==> src/logic/mslc_params.svh <==
// constants of the memory section lock control block
`ifndef MSLC_PARAMS_SVH
`define MSLC_PARAMS_SVH
`define MSLC_RESET_BYTE 8'hFF
`define MSLC_APP_HI 5
`define MSLC_APP_LO 4
`define MSLC_TBL_HI 3
`define MSLC_TBL_LO 2
`define MSLC_EXT_HI 1
`define MSLC_EXT_LO 0
`define MSLC_UPPER_HI 7
`define MSLC_UPPER_LO 6
`define MSLC_WR_BLOCK_BIT 0
`define MSLC_RD_BLOCK_BIT 1
`endif

==> src/logic/mslc_pkg.sv <==
// types of the memory section lock control block
package mslc_pkg;
  typedef logic [1:0] mslc_field_t;
  typedef enum logic [1:0] {
    mslc_read_write_lock_setting = 2'h0,
    mslc_read_lock_setting = 2'h1,
    mslc_write_lock_setting = 2'h2,
    mslc_no_restriction_setting = 2'h3
  } mslc_lock_t;
  // programming interface access kinds
  typedef enum logic [2:0] {
    mslc_pa_mem_write = 3'h0,
    mslc_pa_mem_read = 3'h1,
    mslc_pa_fuse_write = 3'h3,
    mslc_pa_fuse_read = 3'h2,
    mslc_pa_lock_write = 3'h6,
    mslc_pa_lock_read = 3'h7
  } mslc_pa_kind_t;
  typedef enum logic [1:0] {
    mslc_st_idle = 2'h0,
    mslc_st_erase = 2'h1
  } mslc_state_t;
endpackage : mslc_pkg

==> src/logic/mslc_lock_if.sv <==
// lock fields carried from the lock store to the access checkers
`timescale 1ns/1ns
`default_nettype none
interface mslc_lock_if;
  logic [7:0] lock_byte;
  modport store (output lock_byte);
  modport check (input lock_byte);
endinterface : mslc_lock_if
`default_nettype wire

==> src/logic/mslc_lock_ctrl.sv <==
// lock byte store with software and programming-interface access gating
`timescale 1ns/1ns
`default_nettype none
`include "mslc_params.svh"
module mslc_lock_ctrl (
  // clock and reset
  input wire logic clk,
  input wire logic rstn,
  // software lock byte write (store instruction path)
  input wire logic sw_wr,
  input wire logic [7:0] sw_wdata,
  // programming interface lock byte write
  input wire logic pi_lock_wr,
  input wire logic [7:0] pi_wdata,
  // chip erase command
  input wire logic chip_erase,
  // lock byte readback
  output logic [7:0] memory_lock_byte,
  // software section access
  input wire logic sw_store_req,
  input wire logic sw_load_req,
  input wire logic sw_from_boot,
  input wire logic sw_in_table,
  output logic sw_grant,
  output logic sw_deny,
  // interrupt gating
  input wire logic vectors_in_boot,
  input wire logic exec_in_app,
  output logic irq_disable,
  // programming interface access
  input wire logic pi_req,
  input wire mslc_pkg::mslc_pa_kind_t pi_kind,
  output logic pi_grant,
  output logic pi_deny,
  // test interface and on-chip debug
  input wire logic test_interface_req,
  input wire logic on_chip_debug_req,
  output logic debug_block
);
  mslc_lock_if lk ();
  logic [7:0] lock_q;
  logic app_blk;
  logic app_rl;
  logic tbl_blk;
  logic tbl_rl;
  mslc_pkg::mslc_state_t state;
  mslc_pkg::mslc_field_t ext;
  logic pi_refuse;
  logic lock_wr_refuse;

  // only moves toward stricter: bitwise and keeps existing zeros
  function automatic logic [1:0] stricter(input logic [1:0] cur, input logic [1:0] req);
    stricter = cur & req;
  endfunction

  ////////////////////////////////////////////////////////////////////////////////
  // lock byte storage
  always_ff @(posedge clk or negedge rstn) begin
    if (!rstn) begin
      lock_q <= `MSLC_RESET_BYTE;
    end else if (chip_erase) begin
      lock_q <= `MSLC_RESET_BYTE;
    end else if (pi_lock_wr && !lock_wr_refuse) begin
      lock_q[`MSLC_UPPER_HI:`MSLC_UPPER_LO] <= lock_q[`MSLC_UPPER_HI:`MSLC_UPPER_LO];
      lock_q[`MSLC_APP_HI:`MSLC_APP_LO] <= stricter(lock_q[`MSLC_APP_HI:`MSLC_APP_LO],
        pi_wdata[`MSLC_APP_HI:`MSLC_APP_LO]);
      lock_q[`MSLC_TBL_HI:`MSLC_TBL_LO] <= stricter(lock_q[`MSLC_TBL_HI:`MSLC_TBL_LO],
        pi_wdata[`MSLC_TBL_HI:`MSLC_TBL_LO]);
      lock_q[`MSLC_EXT_HI:`MSLC_EXT_LO] <= stricter(lock_q[`MSLC_EXT_HI:`MSLC_EXT_LO],
        pi_wdata[`MSLC_EXT_HI:`MSLC_EXT_LO]);
    end else if (sw_wr) begin
      // software cannot touch the programming lock field
      lock_q[`MSLC_APP_HI:`MSLC_APP_LO] <= stricter(lock_q[`MSLC_APP_HI:`MSLC_APP_LO],
        sw_wdata[`MSLC_APP_HI:`MSLC_APP_LO]);
      lock_q[`MSLC_TBL_HI:`MSLC_TBL_LO] <= stricter(lock_q[`MSLC_TBL_HI:`MSLC_TBL_LO],
        sw_wdata[`MSLC_TBL_HI:`MSLC_TBL_LO]);
    end
  end

  // erase state is observable one cycle for tracking only
  always_ff @(posedge clk or negedge rstn) begin
    if (!rstn) begin
      state <= mslc_pkg::mslc_st_idle;
    end else begin
      case (state)
        mslc_pkg::mslc_st_idle: begin
          if (chip_erase) state <= mslc_pkg::mslc_st_erase;
        end
        mslc_pkg::mslc_st_erase: begin
          state <= mslc_pkg::mslc_st_idle;
        end
        default: begin
          state <= mslc_pkg::mslc_st_idle;
        end
      endcase
    end
  end

  always_ff @(posedge clk or negedge rstn) begin
    if (!rstn) begin
      memory_lock_byte <= `MSLC_RESET_BYTE;
    end else begin
      memory_lock_byte <= lock_q;
    end
  end

  assign lk.lock_byte = lock_q;

  ////////////////////////////////////////////////////////////////////////////////
  // software section checks
  mslc_section_check u_app (
    .field(lk.lock_byte[`MSLC_APP_HI:`MSLC_APP_LO]),
    .store_req(sw_store_req & ~sw_in_table),
    .load_req(sw_load_req & ~sw_in_table),
    .from_boot(sw_from_boot),
    .blocked(app_blk),
    .read_locked(app_rl)
  );
  mslc_section_check u_tbl (
    .field(lk.lock_byte[`MSLC_TBL_HI:`MSLC_TBL_LO]),
    .store_req(sw_store_req & sw_in_table),
    .load_req(sw_load_req & sw_in_table),
    .from_boot(sw_from_boot),
    .blocked(tbl_blk),
    .read_locked(tbl_rl)
  );

  // programming lock field plays no part in software access
  always_comb begin
    sw_deny = app_blk | tbl_blk;
    sw_grant = (sw_store_req | sw_load_req) & ~sw_deny;
    irq_disable = vectors_in_boot & exec_in_app & (app_rl | tbl_rl);
  end

  ////////////////////////////////////////////////////////////////////////////////
  // programming interface and debug checks
  always_comb begin
    ext = lk.lock_byte[`MSLC_EXT_HI:`MSLC_EXT_LO];
    // lock byte writes judged on the field alone, whatever the access kind
    lock_wr_refuse = ~ext[`MSLC_RD_BLOCK_BIT];
    pi_refuse = 1'b0;
    if (ext[`MSLC_RD_BLOCK_BIT] == 1'b0) begin
      pi_refuse = 1'b1;
    end else if (ext[`MSLC_WR_BLOCK_BIT] == 1'b0) begin
      pi_refuse = (pi_kind == mslc_pkg::mslc_pa_mem_write)
        | (pi_kind == mslc_pkg::mslc_pa_fuse_write);
    end
    if (pi_kind == mslc_pkg::mslc_pa_lock_write && ext[`MSLC_RD_BLOCK_BIT] != 1'b0) begin
      pi_refuse = 1'b0;
    end
    if (!pi_req) pi_refuse = 1'b0;
    pi_deny = pi_req & pi_refuse;
    pi_grant = pi_req & ~pi_refuse;
    debug_block = (test_interface_req | on_chip_debug_req) & ~(&ext);
  end
endmodule : mslc_lock_ctrl
`default_nettype wire

==> src/logic/mslc_section_check.sv <==
// decodes one software section lock field against a store or load access
`timescale 1ns/1ns
`default_nettype none
`include "mslc_params.svh"
module mslc_section_check (
  // lock field
  input wire logic [1:0] field,
  // access
  input wire logic store_req,
  input wire logic load_req,
  input wire logic from_boot,
  // verdict
  output logic blocked,
  output logic read_locked
);
  // 0 in a bit means that restriction is active
  always_comb begin
    read_locked = ~field[`MSLC_RD_BLOCK_BIT];
    blocked = (store_req & ~field[`MSLC_WR_BLOCK_BIT])
      | (load_req & from_boot & ~field[`MSLC_RD_BLOCK_BIT]);
  end
endmodule : mslc_section_check
`default_nettype wire

==> config.mk <==
export PLATFORM = sky130hd
export DESIGN_NAME = mslc_lock_ctrl
export DESIGN_NICKNAME = d
export VERILOG_FILES = /design/src/logic/mslc_pkg.sv /design/src/logic/mslc_lock_if.sv /design/src/logic/mslc_lock_ctrl.sv /design/src/logic/mslc_section_check.sv
export VERILOG_INCLUDE_DIRS = /design/src /design/src/logic
export SDC_FILE = /design/constraint.sdc
export NUM_CORES = 1
export LEC_CHECK = 0
export BUFFER_PORTS_ARGS = -buffer_cell sky130_fd_sc_hd__buf_2
export CORE_MARGIN = 10
export CORE_UTILIZATION = 39
export CTS_BUF_LIST = sky130_fd_sc_hd__clkbuf_16
export CTS_CLUSTER_SIZE = 8
export DETAILED_ROUTE_END_ITERATION = 7
export PLACE_DENSITY = 0.82
export SLEW_MARGIN = 5
export SYNTH_ARGS = -nofsm -noshare
export SYNTH_HDL_FRONTEND = slang
export SYNTH_SLANG_ARGS = --single-unit
==> constraint.sdc <==
create_clock -name clk -period 2.8 [get_ports clk]
set_input_delay 0.14 -clock clk [delete_from_list [all_inputs] [get_ports clk]]
set_output_delay 0.14 -clock clk [all_outputs]
set_load 0.1 [all_outputs]
# Word level (Yosys, flattened, before mapping)
# Index checks and enable logic that the tools add are counted.
# W data, S select, Z words.
# totals
output_inout_bits	14
inputBits	33
ff_bits	12
wordCells	55
# op_classes
muxes	8
bitwise_logic	36
eq_ne	2
n_reduce_logical	6
# ops
cell	count
$and A1 B1 Y1	16
$and A2 B2 Y2	5
$mux W4	2
$not A1 Y1	8
$or A1 B1 Y1	7
$mux W6	1
$mux W1	4
$eq A3 B2 Y1 const B	1
$eq A3 B3 Y1 const B	1
$logic_not A3 Y1	1
$reduce_bool A3 Y1	1
$logic_and A1 B1 Y1	2
$mux W2	1
$reduce_and A2 Y1	1
$reduce_bool A2 Y1	1

# Logic depth before layout (Yosys ltp)
# depth
depth_word	8
ltp_mapped	4
mapped_depth_nobuf	3

# By module
# From an unflattened synthesis, not the netlist that was laid out.
# hier_totals
hier_cells	54
hier_area_um2	604.3
# modules_own_cells
mod	seq_area_each_um2	area_each_um2	n_inst	cells_each
mslc_lock_ctrl	315.3	569.3	1	48
mslc_section_check	0.0	17.5	2	3

# Worst setup path after synthesis
# OpenSTA, ideal clock, no wires.
# synth_path
kind	reg-to-output
from	register lock_q[1], in the netlist lk.lock_byte[1]
to	output port pi_grant
arrival_time_ps	2011
n_path_buf	1
slack_ps	649
stages_incl_launch_ff	4
path_cell_list	dfstp_2 -> buf_2 -> o31ai_1 -> nor2_1
# synth_via
elab_chain_cells	5
# synth_lines
element	line	source
from (decl)	mslc_lock_ctrl.sv:41	logic [7:0] lock_q;
from (signal assigned)	mslc_lock_ctrl.sv:60	lock_q <= `MSLC_RESET_BYTE;
from (signal assigned)	mslc_lock_ctrl.sv:62	lock_q <= `MSLC_RESET_BYTE;
from (signal, indexed assignment)	mslc_lock_ctrl.sv:64	lock_q[`MSLC_UPPER_HI:`MSLC_UPPER_LO] <= lock_q[`MSLC_UPPER_HI:`MSLC_UPPER_LO];
$mux W1 or $logic_and A1 B1 Y1 (tied branches)	mslc_lock_ctrl.sv:142, mslc_lock_ctrl.sv:148	
$mux W1 (*)	mslc_lock_ctrl.sv:148	if (pi_kind == mslc_pkg::mslc_pa_lock_write && ext[`MSLC_RD_BLOCK_BIT] != 1'b0) begin
$mux W1 (*)	mslc_lock_ctrl.sv:151	if (!pi_req) pi_refuse = 1'b0;
$not A1 Y1 (*)	mslc_lock_ctrl.sv:153	pi_grant = pi_req & ~pi_refuse;
$and A1 B1 Y1 (*)	mslc_lock_ctrl.sv:153	
to (decl)	mslc_lock_ctrl.sv:33	output logic pi_grant,
# Every way passes the cells marked *; elsewhere a longest branch is shown, timed or not.

# Final worst setup path
# layout_path
from	register lock_q[4], in the netlist lk.lock_byte[4]
to	output port sw_grant
# layout_via
elab_chain_cells	6
# layout_lines
element	line	source
$not A1 Y1	mslc_section_check.sv:19	blocked = (store_req & ~field[`MSLC_WR_BLOCK_BIT])
$and A1 B1 Y1	mslc_section_check.sv:19	
$or A1 B1 Y1	mslc_section_check.sv:19	
$or A1 B1 Y1	mslc_lock_ctrl.sv:130	sw_deny = app_blk | tbl_blk;
$not A1 Y1	mslc_lock_ctrl.sv:131	sw_grant = (sw_store_req | sw_load_req) & ~sw_deny;
$and A1 B1 Y1	mslc_lock_ctrl.sv:131	
to (decl)	mslc_lock_ctrl.sv:24	output logic sw_grant,
# No other way between the ends.

==> impl_metrics.yaml <==
worst_setup_path:
  start_kind: "flip-flop"
  rr_endpoint: "lk.lock_byte[2]"
  cp.required_ps: 2660
  critical-path-top-delay-family: "flip-flops"
  cp-end-kind: "output pin"
  startpoint: "lk.lock_byte[4]"
  worstSetupPathType: "reg -> out"
  path_cells: "o221a_2, o22a_1, buf_2"
  crit_path_max_incr_delay_ps: 550
  ff2ff_setup_slack_ps: 1680
  worstPathArrival_ps: 1530
  r2r-start: "lk.lock_byte[1]"
  critPathSlowestCell: "dfstp_2"
  cp_max_fo: 3
  ff2ff_path_depth: 3
  path_buf_inv: 1
detailed_routing:
  drt.antenna.violating_nets: 0
  wl_um: 1580
  wl_per_cell_um: 14.5
  drtPass1Iterations: 3
  viasPerCell: 4.75
  drc_errors: 0
  drtIter0Drc: 3
  vias: 518
synth:
  synth_cells: 54
  synth_compound_area_frac: 0.197
  synth_xor_area_frac: 0.0155
  synth_top_family_by_area: "compound AO/OA/AOI/OAI gates"
  synthTopCellsByArea: "dfstp_2 (56%), a21o_1 (6.6%), nor2b_1 (4.4%)"
  synth_seq_cells: 12
  ys_seq_area_frac: 0.558
  post_synth_mux_area_share: 0
  syn_area_per_cell_um2: 10.5
  syn_area_um2: 566
  synthSimpleGateAreaFrac: 0.168
  synth_fa_ha_area_frac: 0
  yosysTopAreaCell: "dfstp_2"
  synthDominantCellAreaShare: 0.558
  ys_types: 20
  yosysWarnings: 0
floorplan:
  dieWidth_um: 58.1
  start_util: 0.424
  rows: 13
  die_h_um: 58.1
  core_um2: 1330
  io_pins: 47
  die_area_um2: 3370
global_route:
  grt_overflow: 0
  first_global_vias: 565
  grt_pass1_wl_um: 2500
  grt_usage: 0.0943
  antenna_found_initial: 0
  grt_max_degree: 13
clock_network:
  htreeDepth: 1
  cts.path.max_buffers: 2
  hold_buffers: 0
  clkLatencyLatePin_ps: 240
  numClockSinks: 12
  clkTransAtPathRegs_ps: 40
  post_cts.repair.setup_buffers: 0
  clockRootBuffer: "clkbuf_16"
  cts.repair.resized: 0
  cts_buffers: 3
  cts_tree: "yes"
timing:
  setup_ws_ps: 1130
  setup_tns_ps: 0
  fin_crit_sh: 0.595
  rsz0062_at_grt: "no"
  post-route-min-period_ps: 1670
  hold_viol: 12
  holdWs_ps: -2.64
  fmax_mhz: 600
  fin_skew_ps: 1.05
  drv_slew: 0
  setup_violations: 0
power:
  powerDensity_nw_per_um2: 790
  vdd_drop_max_v: 0.000311
  p_leak_nw: 0.427
status:
  status: "finished with violations"
  violations: "hold timing"
finish:
  drive_gt1_frac: 0.596
  antenna_cells: 0
  nets: 128
  syn2layout_area_growth_pct: 48.0
  final_cell_mix: "buf_2 (38), dfstp_2 (12), a21o_1 (5)"
  instances_no_fill: 109
  utilization: 0.628
  final_common_cell: "buf_2"
  num-fill-cells: 113
placement:
  dp_slack_ps: 1380
  dp.cells: 105
  gp_congestion: 0.652
  port-buffer-count: 38
job:
  maxCapViolations: 0
hold_path:
  worstHoldPathType: "in -> async"
==> through the flow <==
stage                     power (W)  cell area (um^2)  hold WS (ps)
after floorplan            0.000363               569         -7.84
after global placement     0.000400               758           248
after detailed placement   0.000403               758           252
after CTS                  0.000666               837          2.73
after global routing       0.000687               837          30.8
final                      0.000661               837         -2.64
==> worst max path at each step <==
| stage | end | slack (ps) | cells past startpoint |
|---|---|---|---|
| after floorplan | pi_grant | 650 | 3 |
| after global placement | sw_grant | 1380 | 3 |
| after detailed placement | sw_grant | 1380 | 3 |
| after CTS | sw_grant | 1120 | 3 |
| after global routing | sw_grant | 1060 | 3 |
| final | sw_grant | 1130 | 3 |
==> synthesized netlist by cell type (all sizes together) <==
master	number
a21o	5
a21oi	2
and2	2
buf	3
conb	1
dfstp	12
inv	3
nand2	3
nand2b	2
nand3	4
nor2	3
nor2b	4
o21ai	5
o221a	2
o22a	1
o31ai	1
xor2	1
==> final cells by class <==
cell class | count | area, um^2 | area share
clock buffer | 3 | 75.1 | 0.0897
clock inverter | 1 | 3.75 | 0.00448
inverter | 3 | 11.3 | 0.0135
multi-input combinational | 37 | 223 | 0.266
sequential | 12 | 315 | 0.377
tap | 15 | 18.8 | 0.0224
timing repair buffer | 38 | 190 | 0.227
==> registers in the layout (all words and copies together), names as in the netlist <==
name and cells:
lk.lock_byte 6, memory_lock_byte 6
==> cell families (layout without fill, tap and decap cells) <==
group / Yosys count / after routing
other: 1 / 2
xor gates and xnor gates: 1 / 1
and+or+nand+nor: 18 / 18
DFF: 12 / 12
buffers and inverters: 6 / 45
AOI/OAI and AO/OA: 16 / 16
==> report_power, final <==
| part | leakage [nW] | total (W) | switching [W] | internal [W] |
|---|---|---|---|---|
| clock | 0.0385 | 0.000261 | 0.0000729 | 0.000188 |
| sequential | 0.127 | 0.000210 | 0.0000103 | 0.000199 |
| combinational | 0.262 | 0.000191 | 0.000151 | 0.0000401 |
| total | 0.427 | 0.000661 | 0.000234 | 0.000427 |
==> routing by layer <==
metal / vias to the layer above / global-route usage / part of all wire / wire, um
li1: 260 / - / - / -
met1: 226 / 0.0979 / 0.39 / 621
met2: 28 / 0.146 / 0.49 / 775
met3: 4 / 0.0436 / 0.091 / 144
met4: 0 / 0.0705 / 0.022 / 34
met5: - / 0 / 0 / 0
==> worst register-to-register path: stages (launching register included) <==
cell	delay, ps
dfstp_2	610
and2_4	190
o21ai_1	80
a21o_1	180
Power figures use the tool's default switching activity.
